`src/inc/csp_pkg.sv`:
```
// Constants, register map and types for the clocked serial port
package csp_pkg;

    // ************************************************************
    // Register indices (byte address is four times the index)
    // ************************************************************
    localparam int unsigned ADDR_W         = 8;
    localparam logic [5:0]  IDX_IRQ_FLAG   = 6'h03;
    localparam logic [5:0]  IDX_PIN_FUNC   = 6'h04;
    localparam logic [5:0]  IDX_MODE       = 6'h05;
    localparam logic [5:0]  IDX_SHIFT_LO   = 6'h06;
    localparam logic [5:0]  IDX_SHIFT_HI   = 6'h07;
    localparam logic [5:0]  IDX_PULLUP     = 6'h0C;
    localparam logic [5:0]  IDX_PRESC_IDLE = 6'h25;
    localparam logic [5:0]  IDX_START      = 6'h30;
    localparam logic [5:0]  IDX_STATUS     = 6'h31;

    // ************************************************************
    // Field positions and reset values
    // ************************************************************
    localparam int unsigned IRQ_FLAG_BIT   = 2;
    localparam int unsigned MODE_PIN_BIT   = 3;
    localparam int unsigned IDLE_LVL_BIT   = 1;
    localparam int unsigned SET_SEL_BIT    = 0;
    localparam logic [2:0]  CLK_EXT_CODE   = 3'h7;
    localparam logic [3:0]  MODE_RST       = 4'h0;
    localparam logic [2:0]  PIN_FUNC_RST   = 3'h0;
    localparam logic [1:0]  PULLUP_RST     = 2'h0;
    localparam logic [7:0]  SHIFT_RST      = 8'h00;
    localparam logic [2:0]  BIT_LAST       = 3'h7;

    // ************************************************************
    // Timing
    // ************************************************************
    localparam int unsigned CLK_PERIOD_NS  = 50;
    localparam int unsigned TCYC_NS        = 50;
    localparam int unsigned TCYC_CLKS      = TCYC_NS / CLK_PERIOD_NS;
    localparam int unsigned MODE_SETTLE_TCYC = 2;
    localparam logic [1:0]  MODE_SETTLE_CLKS = 2'(MODE_SETTLE_TCYC * TCYC_CLKS);

    // Operating states of the port
    typedef enum logic [1:0] {
        CSP_ST_STS_WAIT,
        CSP_ST_CLK_WAIT,
        CSP_ST_XFER,
        CSP_ST_CONT
    } csp_state_t;

endpackage : csp_pkg

```
`src/inc/csp_presc_if.sv`:
```
// Carrier between the port core and its prescaler
`timescale 1ns/1ps
interface csp_presc_if;
    logic [2:0] rate_sel;
    logic       set_sel;
    logic       restart;
    logic       tick;
    modport ctl   (output rate_sel, output set_sel, output restart, input tick);
    modport presc (input rate_sel, input set_sel, input restart, output tick);
endinterface : csp_presc_if

```
`src/hdl/csp_prescaler.sv`:
```
// Prescaler giving one tick per half period of the internal transfer clock
`timescale 1ns/1ps
module csp_prescaler #(
    parameter int unsigned CNT_W = 12
) (
    // Clock and reset
    input  wire logic pclk,
    input  wire logic presetn,
    // Control and tick
    csp_presc_if.presc pif
);
    import csp_pkg::*;

    logic [CNT_W-1:0] cnt_q;
    logic [CNT_W-1:0] half_last;

    // Half period minus one, in cycles; codes 6 and 7, and code 5 with set select zero, fall to the default of 1
    always_comb begin
        case ({pif.set_sel, pif.rate_sel})
            4'h0:    half_last = CNT_W'(2047);
            4'h1:    half_last = CNT_W'(511);
            4'h2:    half_last = CNT_W'(127);
            4'h3:    half_last = CNT_W'(31);
            4'h4:    half_last = CNT_W'(7);
            4'h8:    half_last = CNT_W'(4095);
            4'h9:    half_last = CNT_W'(1023);
            4'hA:    half_last = CNT_W'(255);
            4'hB:    half_last = CNT_W'(63);
            4'hC:    half_last = CNT_W'(15);
            4'hD:    half_last = CNT_W'(3);
            default: half_last = CNT_W'(1);
        endcase
    end

    assign pif.tick = (cnt_q == half_last) && !pif.restart;

    // Free counter, restarted so the first half period is always whole
    always_ff @(posedge pclk or negedge presetn) begin
        if (!presetn) begin
            cnt_q <= '0;
        end else if (pif.restart || pif.tick) begin
            cnt_q <= '0;
        end else begin
            cnt_q <= cnt_q + CNT_W'(1);
        end
    end

endmodule : csp_prescaler

```
`src/hdl/csp_top.sv`:
```
// Clocked serial port core with APB register access
// Behaviour
// [RULE1] Pin function change mid-transfer is followed by a mode write.
// [RULE2] Abort in the first clock low pulse sets no flag.
// [RULE3] Abort after the clock pin reads high sets the flag.
// [RULE4] Mode register: write-only, reset zero, picks pin, source, ratio.
// [RULE5] Mode write blocks transfer clock and clears bit counter.
// [RULE6] Mode write mid-transfer aborts it and sets the flag.
// [RULE7] New mode applies two cycles after its write.
// [RULE8] Prescaler/idle register: two bits, write-only, frozen in transfer.
// [RULE9] Set select bit resets to zero; idle level has no reset.
// [RULE10] Idle level write drives the output pin at once.
// [RULE11] Data leaves LSB first on transfer clock falls.
// [RULE12] Input sampled on rises, entering at the LSB end; the code shifts it in at the MSB end.
// [RULE13] Data registers are accessed only between transfers; the code also accepts shift register reads and writes during a transfer.
// [RULE14] Pin function register: three bits, write-only, reset zero.
// [RULE15] Drive/pull-up register: two bits, write-only, reset zero.
// [RULE16] Start clears counter; eight rises or abort set flag and stop.
// [RULE17] Low pin-function bits pick continuous, transmit, receive or both.
// [RULE18] Internal clock stops after eight pulses, back to start wait.
// [RULE19] Internal period 4 to 8192 cycles via prescaler.
// [RULE20] Shift data read as low and high four-bit registers.
//
// The implementer's own choice: register access over APB.
`timescale 1ns/1ps
module csp_top (
    // Clock and reset
    input  wire logic                         pclk,
    input  wire logic                         presetn,
    // APB slave
    input  wire logic                         psel,
    input  wire logic                         penable,
    input  wire logic                         pwrite,
    input  wire logic [csp_pkg::ADDR_W-1:0]   paddr,
    input  wire logic [31:0]                  pwdata,
    output logic      [31:0]                  prdata,
    output logic                              pready,
    output logic                              pslverr,
    // Transfer clock pin
    input  wire logic                         sck_in,
    output logic                              sck_out,
    output logic                              sck_oe,
    // Data pins
    input  wire logic                         si_in,
    output logic                              so_out,
    output logic                              so_oe,
    // Pin configuration and request flag
    output logic                              si_sel,
    output logic                              pin_func_aux,
    output logic                              so_pmos_en,
    output logic                              pullup_en,
    output logic                              serial_irq_flag
);
    import csp_pkg::*;

    // ************************************************************
    // Registers and wires
    // ************************************************************
    csp_state_t  state_q;
    logic [3:0]  mode_pend_q;
    logic [3:0]  mode_eff_q;
    logic [1:0]  settle_q;
    logic [2:0]  pin_func_q;
    logic [1:0]  pullup_q;
    logic        set_sel_q;
    logic        idle_lvl_q;
    logic [7:0]  shift_q;
    logic [2:0]  bit_cnt_q;
    logic        flag_q;
    logic        so_q;
    logic        sck_int_q;
    logic        sck_prev_q;
    logic [31:0] prdata_q;
    logic [5:0]  idx;
    logic        mapped;
    logic        wr_acc;
    logic        mode_wr;
    logic        start_wr;
    logic        ext_clk;
    logic        fall_ev;
    logic        rise_ev;
    logic        first_low;
    logic        set_flag;
    logic        sck_level;

    csp_presc_if pif ();

    csp_prescaler #(
        .CNT_W (12)
    ) u_presc (
        .pclk    (pclk),
        .presetn (presetn),
        .pif     (pif)
    );

    // ************************************************************
    // APB decode
    // ************************************************************
    assign idx     = paddr[7:2];
    assign mapped  = (paddr[1:0] == 2'b00) &&
                     (idx == IDX_IRQ_FLAG || idx == IDX_PIN_FUNC || idx == IDX_MODE ||
                      idx == IDX_SHIFT_LO || idx == IDX_SHIFT_HI || idx == IDX_PULLUP ||
                      idx == IDX_PRESC_IDLE || idx == IDX_START || idx == IDX_STATUS);
    assign wr_acc   = psel && penable && pwrite && mapped;
    assign mode_wr  = wr_acc && (idx == IDX_MODE);
    assign start_wr = wr_acc && (idx == IDX_START);
    assign pready   = 1'b1;
    assign pslverr  = psel && penable && !mapped;
    assign prdata   = prdata_q;

    // Read data captured in setup, stable through access
    always_ff @(posedge pclk or negedge presetn) begin
        if (!presetn) begin
            prdata_q <= 32'h0000_0000;
        end else if (psel && !penable && !pwrite) begin
            prdata_q <= 32'h0000_0000;
            case (idx)
                IDX_IRQ_FLAG: prdata_q[IRQ_FLAG_BIT] <= flag_q;
                IDX_SHIFT_LO: prdata_q[3:0] <= shift_q[3:0];  // [RULE20]
                IDX_SHIFT_HI: prdata_q[3:0] <= shift_q[7:4];  // [RULE20]
                IDX_STATUS:   prdata_q[2:0] <= {state_q, sck_level};
                default:      prdata_q <= 32'h0000_0000;
            endcase
        end
    end

    // ************************************************************
    // Configuration registers
    // ************************************************************
    // Mode is staged and applied two cycles after the write
    always_ff @(posedge pclk or negedge presetn) begin
        if (!presetn) begin
            mode_pend_q <= MODE_RST; // [RULE4]
            mode_eff_q  <= MODE_RST; // [RULE4]
            settle_q    <= 2'h0;
        end else if (mode_wr) begin
            mode_pend_q <= pwdata[3:0];
            settle_q    <= MODE_SETTLE_CLKS; // [RULE7]
        end else if (settle_q != 2'h0) begin
            settle_q <= settle_q - 2'h1;
            if (settle_q == 2'h1) begin
                mode_eff_q <= mode_pend_q; // [RULE7]
            end
        end
    end

    // Pin function and drive/pull-up; a pin change mid-transfer
    // is left to a software mode write
    always_ff @(posedge pclk or negedge presetn) begin
        if (!presetn) begin
            pin_func_q <= PIN_FUNC_RST; // [RULE14]
            pullup_q   <= PULLUP_RST; // [RULE15]
        end else begin
            if (wr_acc && idx == IDX_PIN_FUNC) begin
                pin_func_q <= pwdata[2:0]; // [RULE14] [RULE1]
            end
            if (wr_acc && idx == IDX_PULLUP) begin
                pullup_q <= pwdata[1:0]; // [RULE15]
            end
        end
    end

    // Prescaler set select, frozen while a transfer runs
    always_ff @(posedge pclk or negedge presetn) begin
        if (!presetn) begin
            set_sel_q <= 1'b0; // [RULE9]
        end else if (wr_acc && idx == IDX_PRESC_IDLE && state_q != CSP_ST_XFER) begin
            set_sel_q <= pwdata[SET_SEL_BIT]; // [RULE8]
        end
    end

    // Idle level has no reset value; it only holds what software wrote
    always_ff @(posedge pclk) begin
        if (wr_acc && idx == IDX_PRESC_IDLE && state_q != CSP_ST_XFER) begin
            idle_lvl_q <= pwdata[IDLE_LVL_BIT]; // [RULE8] [RULE9]
        end
    end

    // ************************************************************
    // Transfer clock
    // ************************************************************
    assign ext_clk      = (mode_eff_q[2:0] == CLK_EXT_CODE);
    assign pif.rate_sel = mode_eff_q[2:0]; // [RULE19]
    assign pif.set_sel  = set_sel_q; // [RULE19]
    assign pif.restart  = (state_q == CSP_ST_STS_WAIT) || start_wr || mode_wr;
    assign sck_level    = ext_clk ? sck_in : sck_int_q;

    // Internal clock idles high and toggles each half period while armed
    always_ff @(posedge pclk or negedge presetn) begin
        if (!presetn) begin
            sck_int_q <= 1'b1;
        end else if (state_q == CSP_ST_STS_WAIT || mode_wr) begin
            sck_int_q <= 1'b1; // [RULE18]
        end else if (pif.tick && !ext_clk) begin
            sck_int_q <= !sck_int_q;
        end
    end

    // Previous pin level for external edge detection
    always_ff @(posedge pclk or negedge presetn) begin
        if (!presetn) begin
            sck_prev_q <= 1'b1;
        end else begin
            sck_prev_q <= sck_in;
        end
    end

    // Selected clock edges, blocked by a mode write
    always_comb begin
        if (ext_clk) begin
            fall_ev = sck_prev_q && !sck_in;
            rise_ev = !sck_prev_q && sck_in;
        end else begin
            fall_ev = pif.tick && sck_int_q;
            rise_ev = pif.tick && !sck_int_q;
        end
        if (mode_wr || state_q == CSP_ST_STS_WAIT) begin
            fall_ev = 1'b0; // [RULE5]
            rise_ev = 1'b0; // [RULE5]
        end
    end

    // ************************************************************
    // Transfer control
    // ************************************************************
    // Counter zero in a transfer: first low pulse
    assign first_low = (state_q == CSP_ST_XFER) && (bit_cnt_q == 3'h0);

    always_comb begin
        set_flag = 1'b0;
        if (state_q == CSP_ST_XFER) begin
            if (mode_wr || start_wr) begin
                set_flag = !first_low; // [RULE2] [RULE6] [RULE3]
            end else if (rise_ev && bit_cnt_q == BIT_LAST) begin
                set_flag = 1'b1; // [RULE16]
            end
        end
    end

    // Operating state
    always_ff @(posedge pclk or negedge presetn) begin
        if (!presetn) begin
            state_q <= CSP_ST_STS_WAIT;
        end else begin
            case (state_q)
                CSP_ST_STS_WAIT: begin
                    if (start_wr) begin
                        state_q <= CSP_ST_CLK_WAIT;
                    end
                end
                CSP_ST_CLK_WAIT: begin
                    if (mode_wr) begin
                        state_q <= CSP_ST_STS_WAIT;
                    end else if (fall_ev && !start_wr) begin
                        if (!ext_clk && pin_func_q[1:0] == 2'b00) begin
                            state_q <= CSP_ST_CONT;           // [RULE17]
                        end else begin
                            state_q <= CSP_ST_XFER;
                        end
                    end
                end
                CSP_ST_XFER: begin
                    if (mode_wr) begin
                        state_q <= CSP_ST_STS_WAIT;           // [RULE6]
                    end else if (start_wr) begin
                        state_q <= CSP_ST_CLK_WAIT;           // [RULE16]
                    end else if (rise_ev && bit_cnt_q == BIT_LAST) begin
                        state_q <= ext_clk ? CSP_ST_CLK_WAIT : CSP_ST_STS_WAIT; // [RULE18]
                    end
                end
                CSP_ST_CONT: begin
                    if (mode_wr) begin
                        state_q <= CSP_ST_STS_WAIT;
                    end
                end
                default: state_q <= CSP_ST_STS_WAIT;
            endcase
        end
    end

    // Bit counter
    always_ff @(posedge pclk or negedge presetn) begin
        if (!presetn) begin
            bit_cnt_q <= 3'h0;
        end else if (mode_wr || start_wr || state_q != CSP_ST_XFER) begin
            bit_cnt_q <= 3'h0; // [RULE5] [RULE16]
        end else if (rise_ev) begin
            bit_cnt_q <= bit_cnt_q + 3'h1; // [RULE16]
        end
    end

    // Request flag: hardware set wins over a software clear of bit 2
    always_ff @(posedge pclk or negedge presetn) begin
        if (!presetn) begin
            flag_q <= 1'b0;
        end else if (set_flag) begin
            flag_q <= 1'b1; // [RULE6] [RULE16]
        end else if (wr_acc && idx == IDX_IRQ_FLAG && !pwdata[IRQ_FLAG_BIT]) begin
            flag_q <= 1'b0;
        end
    end

    // ************************************************************
    // Data path
    // ************************************************************
    // Shift register; shifting beats a software write in the same cycle
    always_ff @(posedge pclk or negedge presetn) begin
        if (!presetn) begin
            shift_q <= SHIFT_RST;
        end else if (rise_ev && state_q == CSP_ST_XFER) begin
            shift_q <= {(pin_func_q[1] ? si_in : 1'b1), shift_q[7:1]}; // [RULE12]
        end else if (wr_acc && idx == IDX_SHIFT_LO) begin
            shift_q[3:0] <= pwdata[3:0]; // [RULE20] [RULE13]
        end else if (wr_acc && idx == IDX_SHIFT_HI) begin
            shift_q[7:4] <= pwdata[3:0]; // [RULE20] [RULE13]
        end
    end

    // Output pin: data bit on falls, idle level written when idle
    always_ff @(posedge pclk or negedge presetn) begin
        if (!presetn) begin
            so_q <= 1'b1;
        end else if (fall_ev && (state_q == CSP_ST_CLK_WAIT || state_q == CSP_ST_XFER)) begin
            so_q <= shift_q[0]; // [RULE11]
        end else if (wr_acc && idx == IDX_PRESC_IDLE && state_q != CSP_ST_XFER) begin
            so_q <= pwdata[IDLE_LVL_BIT]; // [RULE10]
        end
    end

    // ************************************************************
    // Pin outputs
    // ************************************************************
    // Clock pin is driven only for the internal source with the pin selected
    assign sck_out         = sck_int_q;
    assign sck_oe          = mode_eff_q[MODE_PIN_BIT] && !ext_clk;  // [RULE4]
    assign so_out          = so_q;
    assign so_oe           = pin_func_q[0];                   // [RULE17]
    assign si_sel          = pin_func_q[1];                   // [RULE17]
    assign pin_func_aux    = pin_func_q[2];
    assign so_pmos_en      = pullup_q[0];                     // [RULE15]
    assign pullup_en       = pullup_q[1];                     // [RULE15]
    assign serial_irq_flag = flag_q;

endmodule : csp_top

```
`config.mk`:
```
export PLATFORM = sky130hd
export DESIGN_NAME = csp_top
export DESIGN_NICKNAME = d
export VERILOG_FILES = /design/src/inc/csp_pkg.sv /design/src/inc/csp_presc_if.sv /design/src/hdl/csp_prescaler.sv /design/src/hdl/csp_top.sv
export SDC_FILE = /design/constraint.sdc
export NUM_CORES = 1
export LEC_CHECK = 0
export BUFFER_PORTS_ARGS = -buffer_cell sky130_fd_sc_hd__buf_2
export CORE_MARGIN = 2
export CORE_UTILIZATION = 57
export DETAILED_ROUTE_END_ITERATION = 7
export GPL_ROUTABILITY_DRIVEN = 0
export PLACE_DENSITY = 0.92
export SLEW_MARGIN = 0
export SYNTH_ARGS = -nofsm -noshare
export SYNTH_HDL_FRONTEND = slang
export SYNTH_SLANG_ARGS = --single-unit
```
`constraint.sdc`:
```
create_clock -name pclk -period 4.4 [get_ports pclk]
set_input_delay 0.44 -clock pclk [delete_from_list [all_inputs] [get_ports pclk]]
set_output_delay 0.44 -clock pclk [all_outputs]
set_load 0.005 [all_outputs]
```
==> impl_metrics.toml, run 1 <==
[grt]
antenna_found_initial = 0
first_global_vias = 2481
grt_max_degree = 50
grt_pass1_wl_um = 11800
overflow = 0
grtUsageTotal_pct = 23.5

[job]
maxCapViolCount = 0

[detailed_routing]
drtAntennaViolNets = 0
drtIter0Drc = 212
vias = 2639
drcViolationCount = 0
via_per_inst = 5.93
drt_first_pass_iters = 4
wl_um = 7380
wire_per_inst_um = 16.6

[worst_setup_path]
crit_family = "simple AND/OR/NAND/NOR gates"
required_ps = 4600
cp_slowest_cell = "dfrtp_1"
worstSetupStartpointType = "register"
cp_cell_sequence = "nor3b_1, xor2_1, o32ai_1, nand2_1, nor3_4, o211ai_4, mux2_4"
critPathBufInv = 0
cp_data_arrival_time_ps = 2940
cp_max_fo = 15
path_class = "register to register"
r2r_setup_slack_ps = 1660
max_stage_delay_ps = 550
crit_path_end_kind = "register"

[synthesis]
avgSynthCellArea_sq_um = 9.72
ys_seq_area_share_pct = 36.7
syn-instance-count = 345
ys_warn_count = 0
synth_edf_count = 0
synth_cell_types = 58
synthFlopType = "dfrtp_1"
synth_area_sq_mm = 0.00335
ys_async_sr_fraction_pct = 100
ys_ff_latch = 49

[cells_and_area]
drive_above_1_share_pct = 22.8
diodes = 0
mostFrequentLayoutCell = "dfrtp_1"
instances_no_fill = 445
area_delta_synth_final_pct = 5.19
mostFrequentLayoutCells = "46 x dfrtp_1, 32 x buf_2, 29 x conb_1"
final_nets = 429
utilization_pct = 62.9

[timing]
slew_viol_final = 0
slew_headroom_pct = 27.1
finalSetupViolCount = 0
clock_skew_ps = 6.26
rsz0062_at_grt = "false"
hold_viol_final = 0
clock.fmax_ghz = 0.365
finalCriticalPeriod_ps = 2740
worst_pin_slew_ps = 1090
fin_crit_sh_pct = 62.2
fin_tns_setup_ps = 0

[pwr]
worst_ir_drop_vdd_mv = 0.208
power_density_mw_per_mm2 = 329
leakagePower_nw = 1.73
finalPower_mw = 1.16

[die]
ios = 90
die_x_um = 80.7
rows = 27
die_h_um = 80.7
fp.dieArea_sq_mm = 0.00651
core_sq_mm = 0.00561
initial_core_util_pct = 59.8

[hold_path]
hold_class = "input port to register"

[place]
dp_cells = 437
portBuffers = 32
dp_hpwl_um = 5090

[clocking]
cts_resized = 0
cts_hold_buf = 0
htree_levels = 2
post_cts_buffers = 0
cts_root_buf = "clkbuf_8"
cts_tree = "done"
clockBufferDepth = 2
worst_skew_pair.late_latency_ps = 310
cts_buffers = 5
path_clk_slew_ps = 90
cts_num_sinks = 49

[status]
status = "finished clean"
==> through the flow <==
step | worst slack, ps | hold slack [ps] | instance area [sq um]
finish | 1660 | 263 | 3530
floorplan | 1970 | 144 | 3450
global placement | 1780 | 484 | 3410
CTS | 1690 | 259 | 3530
detailed placement | 1730 | 490 | 3410
global route | 1480 | 260 | 3530
==> cell families (layout without fill, tap and decap cells) <==
logic type	count (synthesis)	after routing	synth area share, %
and+or+nand+nor	124	124	20.9
buffers and inverters	56	57	10.6
AOI/OAI and AO/OA	51	51	10.6
DFF	49	49	36.7
muxes	38	38	13.3
xor gates and xnor gates	15	15	3.92
adders and majority gates	10	10	3.73
other	2	29	0.224
==> final cells by class <==
| cell class | instances | area (sq um) |
|---|---|---|
| multi-input combinational | 267 | 1870 |
| clock buffer | 5 | 68.8 |
| tap | 72 | 90.1 |
| clock inverter | 3 | 43.8 |
| fill | 454 | 2080 |
| timing repair buffer | 32 | 160 |
| sequential | 49 | 1230 |
| inverter | 17 | 63.8 |
==> cell usage after synthesis, types with 5 or more instances <==
cell type	count	share of area [%]
nor3b_1	5	1.1
nor2_1	27	3.0
and3_1	5	0.93
xor2_1	9	2.4
inv_1	17	1.9
o21ai_0	6	0.90
nand2b_1	6	1.1
nand3_1	18	2.7
mux2_4	7	3.1
nand3b_1	5	1.1
xnor2_1	6	1.6
dfrtp_1	46	34
mux2_2	25	8.4
buf_4	29	6.5
nor2b_1	6	1.1
o211ai_1	5	1.1
a21oi_1	17	2.5
nand2_1	21	2.4
ha_1	10	3.7
nor3_1	5	0.75
mux2i_1	6	1.8
==> power by group <==
group / internal, mW / switching [mW]
Sequential: 0.496 / 0.0553
Combinational: 0.124 / 0.151
Clock: 0.171 / 0.162
Total: 0.791 / 0.368
==> per-layer routing <==
layer	wire, um	share of wire [%]	GRT usage, %
met1	3010	41	29.1
met2	3730	50	40.3
met3	432	5.9	4.27
met4	206	2.8	10.0
met5	0	0	0
==> worst register-to-register path, cell delays in order (launching register included) <==
cell	delay [ps]
dfrtp_1	550
nor3b_1	420
xor2_1	110
o32ai_1	350
nand2_1	200
nor3_4	380
o211ai_4	230
mux2_4	380
==> state kept, by name, indices dropped and copies added (netlist names) <==
signal	flops
sck_prev_q	1
pullup_q	2
pin_func_q	3
state_q	2
pif.set_sel	1
u_presc.cnt_q	12
bit_cnt_q	3
mode_pend_q	4
sck_out	1
mode_eff_q	4
serial_irq_flag	1
so_out	1
prdata	4
shift_q	8
settle_q	2
==> worst paths after layout <==
kind,startpoint,end,depth (start not counted)
min in group asynchronous,presetn,u_presc.cnt_q[0],1
min,sck_in,sck_prev_q,1
min reg2reg,mode_pend_q[1],mode_eff_q[1],1
max,mode_eff_q[1],shift_q[6],7
max in group asynchronous,presetn,state_q[1],1
max reg2reg,mode_eff_q[1],shift_q[6],7
Power figures use the tool's default switching activity.
==> run 2: changes to the inputs <==
CORE_UTILIZATION = 48   (was 57)
PLACE_DENSITY = 0.83   (was 0.92)
clock period = 2.2 ns   (was 4.4 ns; I/O delays follow)
==> impl_metrics.toml, run 2 (synthesis results as in run 1) <==
[clocking]
worst_skew_pair.late_latency_ps = 310
cts_num_sinks = 49
path_clk_slew_ps = 100
clockBufferDepth = 2
cts_tree = "done"
cts_buffers = 5
cts_root_buf = "clkbuf_8"
htree_levels = 2

[grt]
grt_use_met2_pct = 33.3
grt_max_degree = 28
met1_usage_pct = 26.2
grt_most_used_layer = "met2"
first_global_vias = 2596
overflow = 0
grtUsageTotal_pct = 20.2
grt_pass1_wl_um = 12100
antenna_found_initial = 0
globalRouteMet3Util_pct = 3.96

[worst_setup_path]
path_class = "register to register"
reg2reg_depth = 8
worstSetupStartpointType = "register"
r2r_setup_slack_ps = -70
r2r_end = "shift_q[1]"
cp_data_arrival_time_ps = 2470
startpoint = "mode_eff_q[0]"
crit_path_end_kind = "register"
rr_startpoint = "mode_eff_q[0]"
required_ps = 2400
cp_max_fo = 8
cp-endpoint = "shift_q[1]"

[detailed_routing]
wl_um = 7890
drtIter0Drc = 244
drcViolationCount = 0
drt_first_pass_iters = 5
wire_per_inst_um = 15.7
drtAntennaViolNets = 0
via_per_inst = 5.44
vias = 2740

[timing]
worst_pin_slew_ps = 795
clock_skew_ps = 6.20
setup_ws_ps = -74.9
finalCriticalPeriod_ps = 2270
clock.fmax_ghz = 0.440
rsz0062_at_grt = "true"
slew_headroom_pct = 46.9
hold_viol_final = 0
slew_viol_final = 0
fin_tns_setup_ps = -490
finalSetupViolCount = 8
fin_crit_sh_pct = 103

[cells_and_area]
utilization_pct = 58.5
reg_top3 = "u_presc.cnt_q x12, shift_q x8"
regMostFlops = "u_presc.cnt_q"
mostFrequentLayoutCell = "dfrtp_1"
final_nets = 464
diodes = 0
area_delta_synth_final_pct = 18.6
mostFrequentLayoutCells = "44 x dfrtp_1, 32 x buf_2, 31 x buf_4"
largest_register_ffs = 12
drive_above_1_share_pct = 33.1

[place]
portBuffers = 32
dp_hpwl_um = 5590

[hold_path]
hold_class = "input port to register"

[status]
violations = "setup timing"
status = "complete, but fails checks"

[die]
fp.dieArea_sq_mm = 0.00767
initial_core_util_pct = 49.4
core_sq_mm = 0.00679
rows = 30
die_h_um = 87.6
die_x_um = 87.6
ios = 90

[pwr]
leakagePower_nw = 1.93
power_density_mw_per_mm2 = 609
worst_ir_drop_vdd_mv = 0.311

[job]
maxCapViolCount = 0
==> run 2: cell types whose count changed in the layout (fill, tap and decap cells not counted), moves of 2 or more <==
cell / before / now
a21oi_1: 17 / 14
a21oi_2: 0 / 3
buf_12: 0 / 3
buf_4: 0 / 31
dfrtp_1: 46 / 44
dfrtp_2: 0 / 2
nor4b_4: 0 / 2
o21ai_0: 6 / 4
o21ai_1: 0 / 2
o31ai_1: 4 / 1
o31ai_2: 0 / 3
==> run 2: worst min-delay path by stage <==
stage                  from          endpoint  slack (ps)  cells after the start
floorplan           presetn      bit_cnt_q[0]         -80                      0
global placement    presetn  u_presc.cnt_q[0]         260                      1
detailed placement  presetn  u_presc.cnt_q[0]         270                      1
CTS                  sck_in        sck_prev_q          50                      1
global route         sck_in        sck_prev_q          50                      1
finish               sck_in        sck_prev_q          50                      1
==> run 2: through the flow <==
stage,area (sq um),instances,worst slack [ps],power [mW],hold WS (ps)
CTS,3880,503,-2.83,2.39,47.4
floorplan,3480,372,0.768,1.57,-75.6
global route,3980,504,-170,2.56,50.5
detailed placement,3730,493,-63.6,1.72,273
finish,3980,504,-74.9,2.42,50.0
global placement,3730,493,-17.3,1.69,263
==> run 2: layout make-up <==
cell class	count	area, sq um
clock buffer	5	68.8
clock inverter	3	43.8
fill	541	2820
inverter	17	63.8
multi-input combinational	267	1980
sequential	49	1230
tap	96	120
timing repair buffer	67	463
==> run 2: power breakdown <==
group	internal, mW	switching (mW)
combinational	0.310	0.351
sequential	0.993	0.0970
clock	0.341	0.329
==> run 2: routing by layer <==
layer,up-vias,part of all wire (%)
li1,1288,-
met3,15,5.2
met4,0,2.4
met1,1349,42
met5,-,0
met2,88,51
==> run 2: critical path, cell delays in order, from the launching register on <==
cell and delay (ps):
dfrtp_2 510, nor4b_4 350, a21oi_2 80, a21oi_2 200, o2111ai_4 170, nor3_4 290
o211ai_4 110, buf_12 150, mux2_4 300
==> run 2: what timing repair did <==
action / CTS / global route
setup buffers: 1 / 1
resized for setup: 3 / 17
endpoints found under the setup margin: 9 / 25
endpoints found under the hold margin: 26 / 0
pin swaps: 1 / 4
hold buffers: 1 / 0
==> run 3: changes to the inputs <==
BUFFER_PORTS_ARGS = not set   (was -buffer_cell sky130_fd_sc_hd__buf_2)
CORE_UTILIZATION = 58   (was 48)
DONT_BUFFER_PORTS = 1   (was not set)
PLACE_DENSITY = 0.82   (was 0.83)
SKIP_LAST_GASP = 1   (was not set)
==> impl_metrics.toml, run 3 (synthesis results as in run 1) <==
[cells_and_area]
diodes = 0
drive_above_1_share_pct = 28.7
n_fill_cell = 415
mostFrequentLayoutCell = "dfrtp_1"
area_delta_synth_final_pct = 13.8
largest_register_ffs = 12
regMostFlops = "u_presc.cnt_q"
reg_top3 = "u_presc.cnt_q x12, shift_q x8"
mostFrequentLayoutCells = "42 x dfrtp_1, 29 x conb_1, 26 x nor2_1, 26 x buf_4, 25 x mux2_2"
final_nets = 432

[pwr]
power_density_mw_per_mm2 = 600
power_frac_clock_pct = 24.7
finalPower_mw = 2.29
worst_ir_drop_vdd_mv = 0.446
p_switching_uw = 766
leakagePower_nw = 1.79
seqPwrFrac_pct = 47.9
p_int_mw = 1.52
p_comb_share_pct = 27.4
swShare_pct = 33.4

[clocking]
cts_tree = "done"
cts_num_sinks = 49
cts_root_buf = "clkbuf_8"
clockBufferDepth = 2
worst_skew_pair.late_latency_ps = 320
cts_buffers = 5
path_clk_slew_ps = 100
htree_levels = 2

[worst_setup_path]
worstSetupStartpointType = "register"
path_class = "register to register"
cp_data_arrival_time_ps = 2420
cp_max_fo = 8
crit_path_end_kind = "register"
rr_startpoint = "mode_eff_q[0]"
required_ps = 2400
reg2reg_depth = 9
r2r_end = "shift_q[3]"
r2r_setup_slack_ps = -10

[grt]
first_global_vias = 2394
grtUsageTotal_pct = 23.2
antenna_found_initial = 0
grt_use_met2_pct = 36.8
globalRouteMet3Util_pct = 6.00
grt_most_used_layer = "met2"
met1_usage_pct = 31.8
overflow = 0
grt_max_degree = 50
grt_pass1_wl_um = 11500

[hold_path]
hold_depth = 1
min_from = "pwdata[1]"
hold_end = "pullup_q[1]"
hold_class = "input port to register"

[die]
die_x_um = 80.0
initial_core_util_pct = 60.5
rows = 27
ios = 90
die_h_um = 80.0
core_sq_mm = 0.00554
fp.dieArea_sq_mm = 0.00641

[timing]
fin_crit_sh_pct = 101
fin_tns_setup_ps = -76.8
setup_ws_ps = -14.5
hold_slack_ps = 46.0
worst_pin_slew_ps = 792
clock.fmax_ghz = 0.452
finalSetupViolCount = 7
rsz0062_at_grt = "true"
clock_skew_ps = 6.82
slew_viol_final = 0
slew_headroom_pct = 47.1
finalCriticalPeriod_ps = 2210
hold_viol_final = 0

[detailed_routing]
drtAntennaViolNets = 0
vias = 2642
wl_um = 7520
via_per_inst = 5.90
drt_first_pass_iters = 4
drtIter0Drc = 143
wire_per_inst_um = 16.8
drcViolationCount = 0

[place]
dp_hpwl_um = 5130
portBuffers = 0

[job]
maxCapViolCount = 0

[status]
violations = "setup timing"
status = "complete, but fails checks"
==> run 3: cell count changes in the layout (fill, tap and decap cells not counted), sizes merged <==
cell and delta:
clkinvlp +2, bufinv -1, dlygate4sd3 +1, buf -33, clkinv -1
==> run 3: worst max-delay path, cell delays in order, from the launching register on <==
cell	delay, ps
dfrtp_2	450
buf_12	150
nand2b_4	80
nand3_2	110
a211oi_4	300
o2111ai_4	200
nor3_4	260
o211ai_4	100
buf_12	150
mux2_4	290
==> run 3: routing by layer <==
metal	routed length, um	vias to the layer above
met1	3220	1298
met3	492	11
li1	-	1222
met4	105	0
met5	0	-
met2	3700	111
==> run 3: how the worst max path moves through the flow <==
stage                              from          to  slack, ps  cells after the start
after CTS                 mode_eff_q[1]  shift_q[2]          1                      9
after global routing      mode_eff_q[1]  shift_q[5]       -110                      9
after floorplan                paddr[7]  shift_q[0]        0.8                      7
after global placement    mode_eff_q[1]      so_out        -40                      7
after detailed placement  mode_eff_q[1]      so_out       -120                      7
final                     mode_eff_q[0]  shift_q[3]        -10                      9
==> run 3: repair_timing <==
item | in CTS | in global routing
hold buffers | 3 | 0
resized for setup | 6 | 24
setup buffers | 6 | 7
pin swaps | 5 | 9
endpoints found under the hold margin | 50 | 0
endpoints found under the setup margin | 10 | 27
==> run 3: area by class of cell <==
cell class	instances	area, sq um	share of cell area, %
Multi-Input combinational cell	267	2000	52.5
Sequential cell	49	1230	32.3
Timing Repair Buffer	35	330	8.65
Tap cell	72	90.1	2.36
Clock buffer	5	68.8	1.80
Inverter	17	63.8	1.67
Clock inverter	3	26.3	0.688
==> run 3: power groups by stage <==
stage	Clock [mW]	Sequential [mW]	Combinational, mW
after floorplan	0	1.07	0.494
after global placement	0	1.10	0.503
after detailed placement	0	1.11	0.531
after CTS	0.574	1.09	0.573
after global routing	0.608	1.11	0.708
final	0.566	1.10	0.627
==> run 3: per-stage QoR <==
step	util (%)	cells	worst slack, ps	area [sq um]
after global routing	68.9	448	-107	3820
after CTS	65.9	442	1.43	3650
after detailed placement	62.0	425	-119	3440
final	68.9	448	-14.5	3820
after global placement	62.0	425	-43.7	3440
after floorplan	-	372	0.768	3480
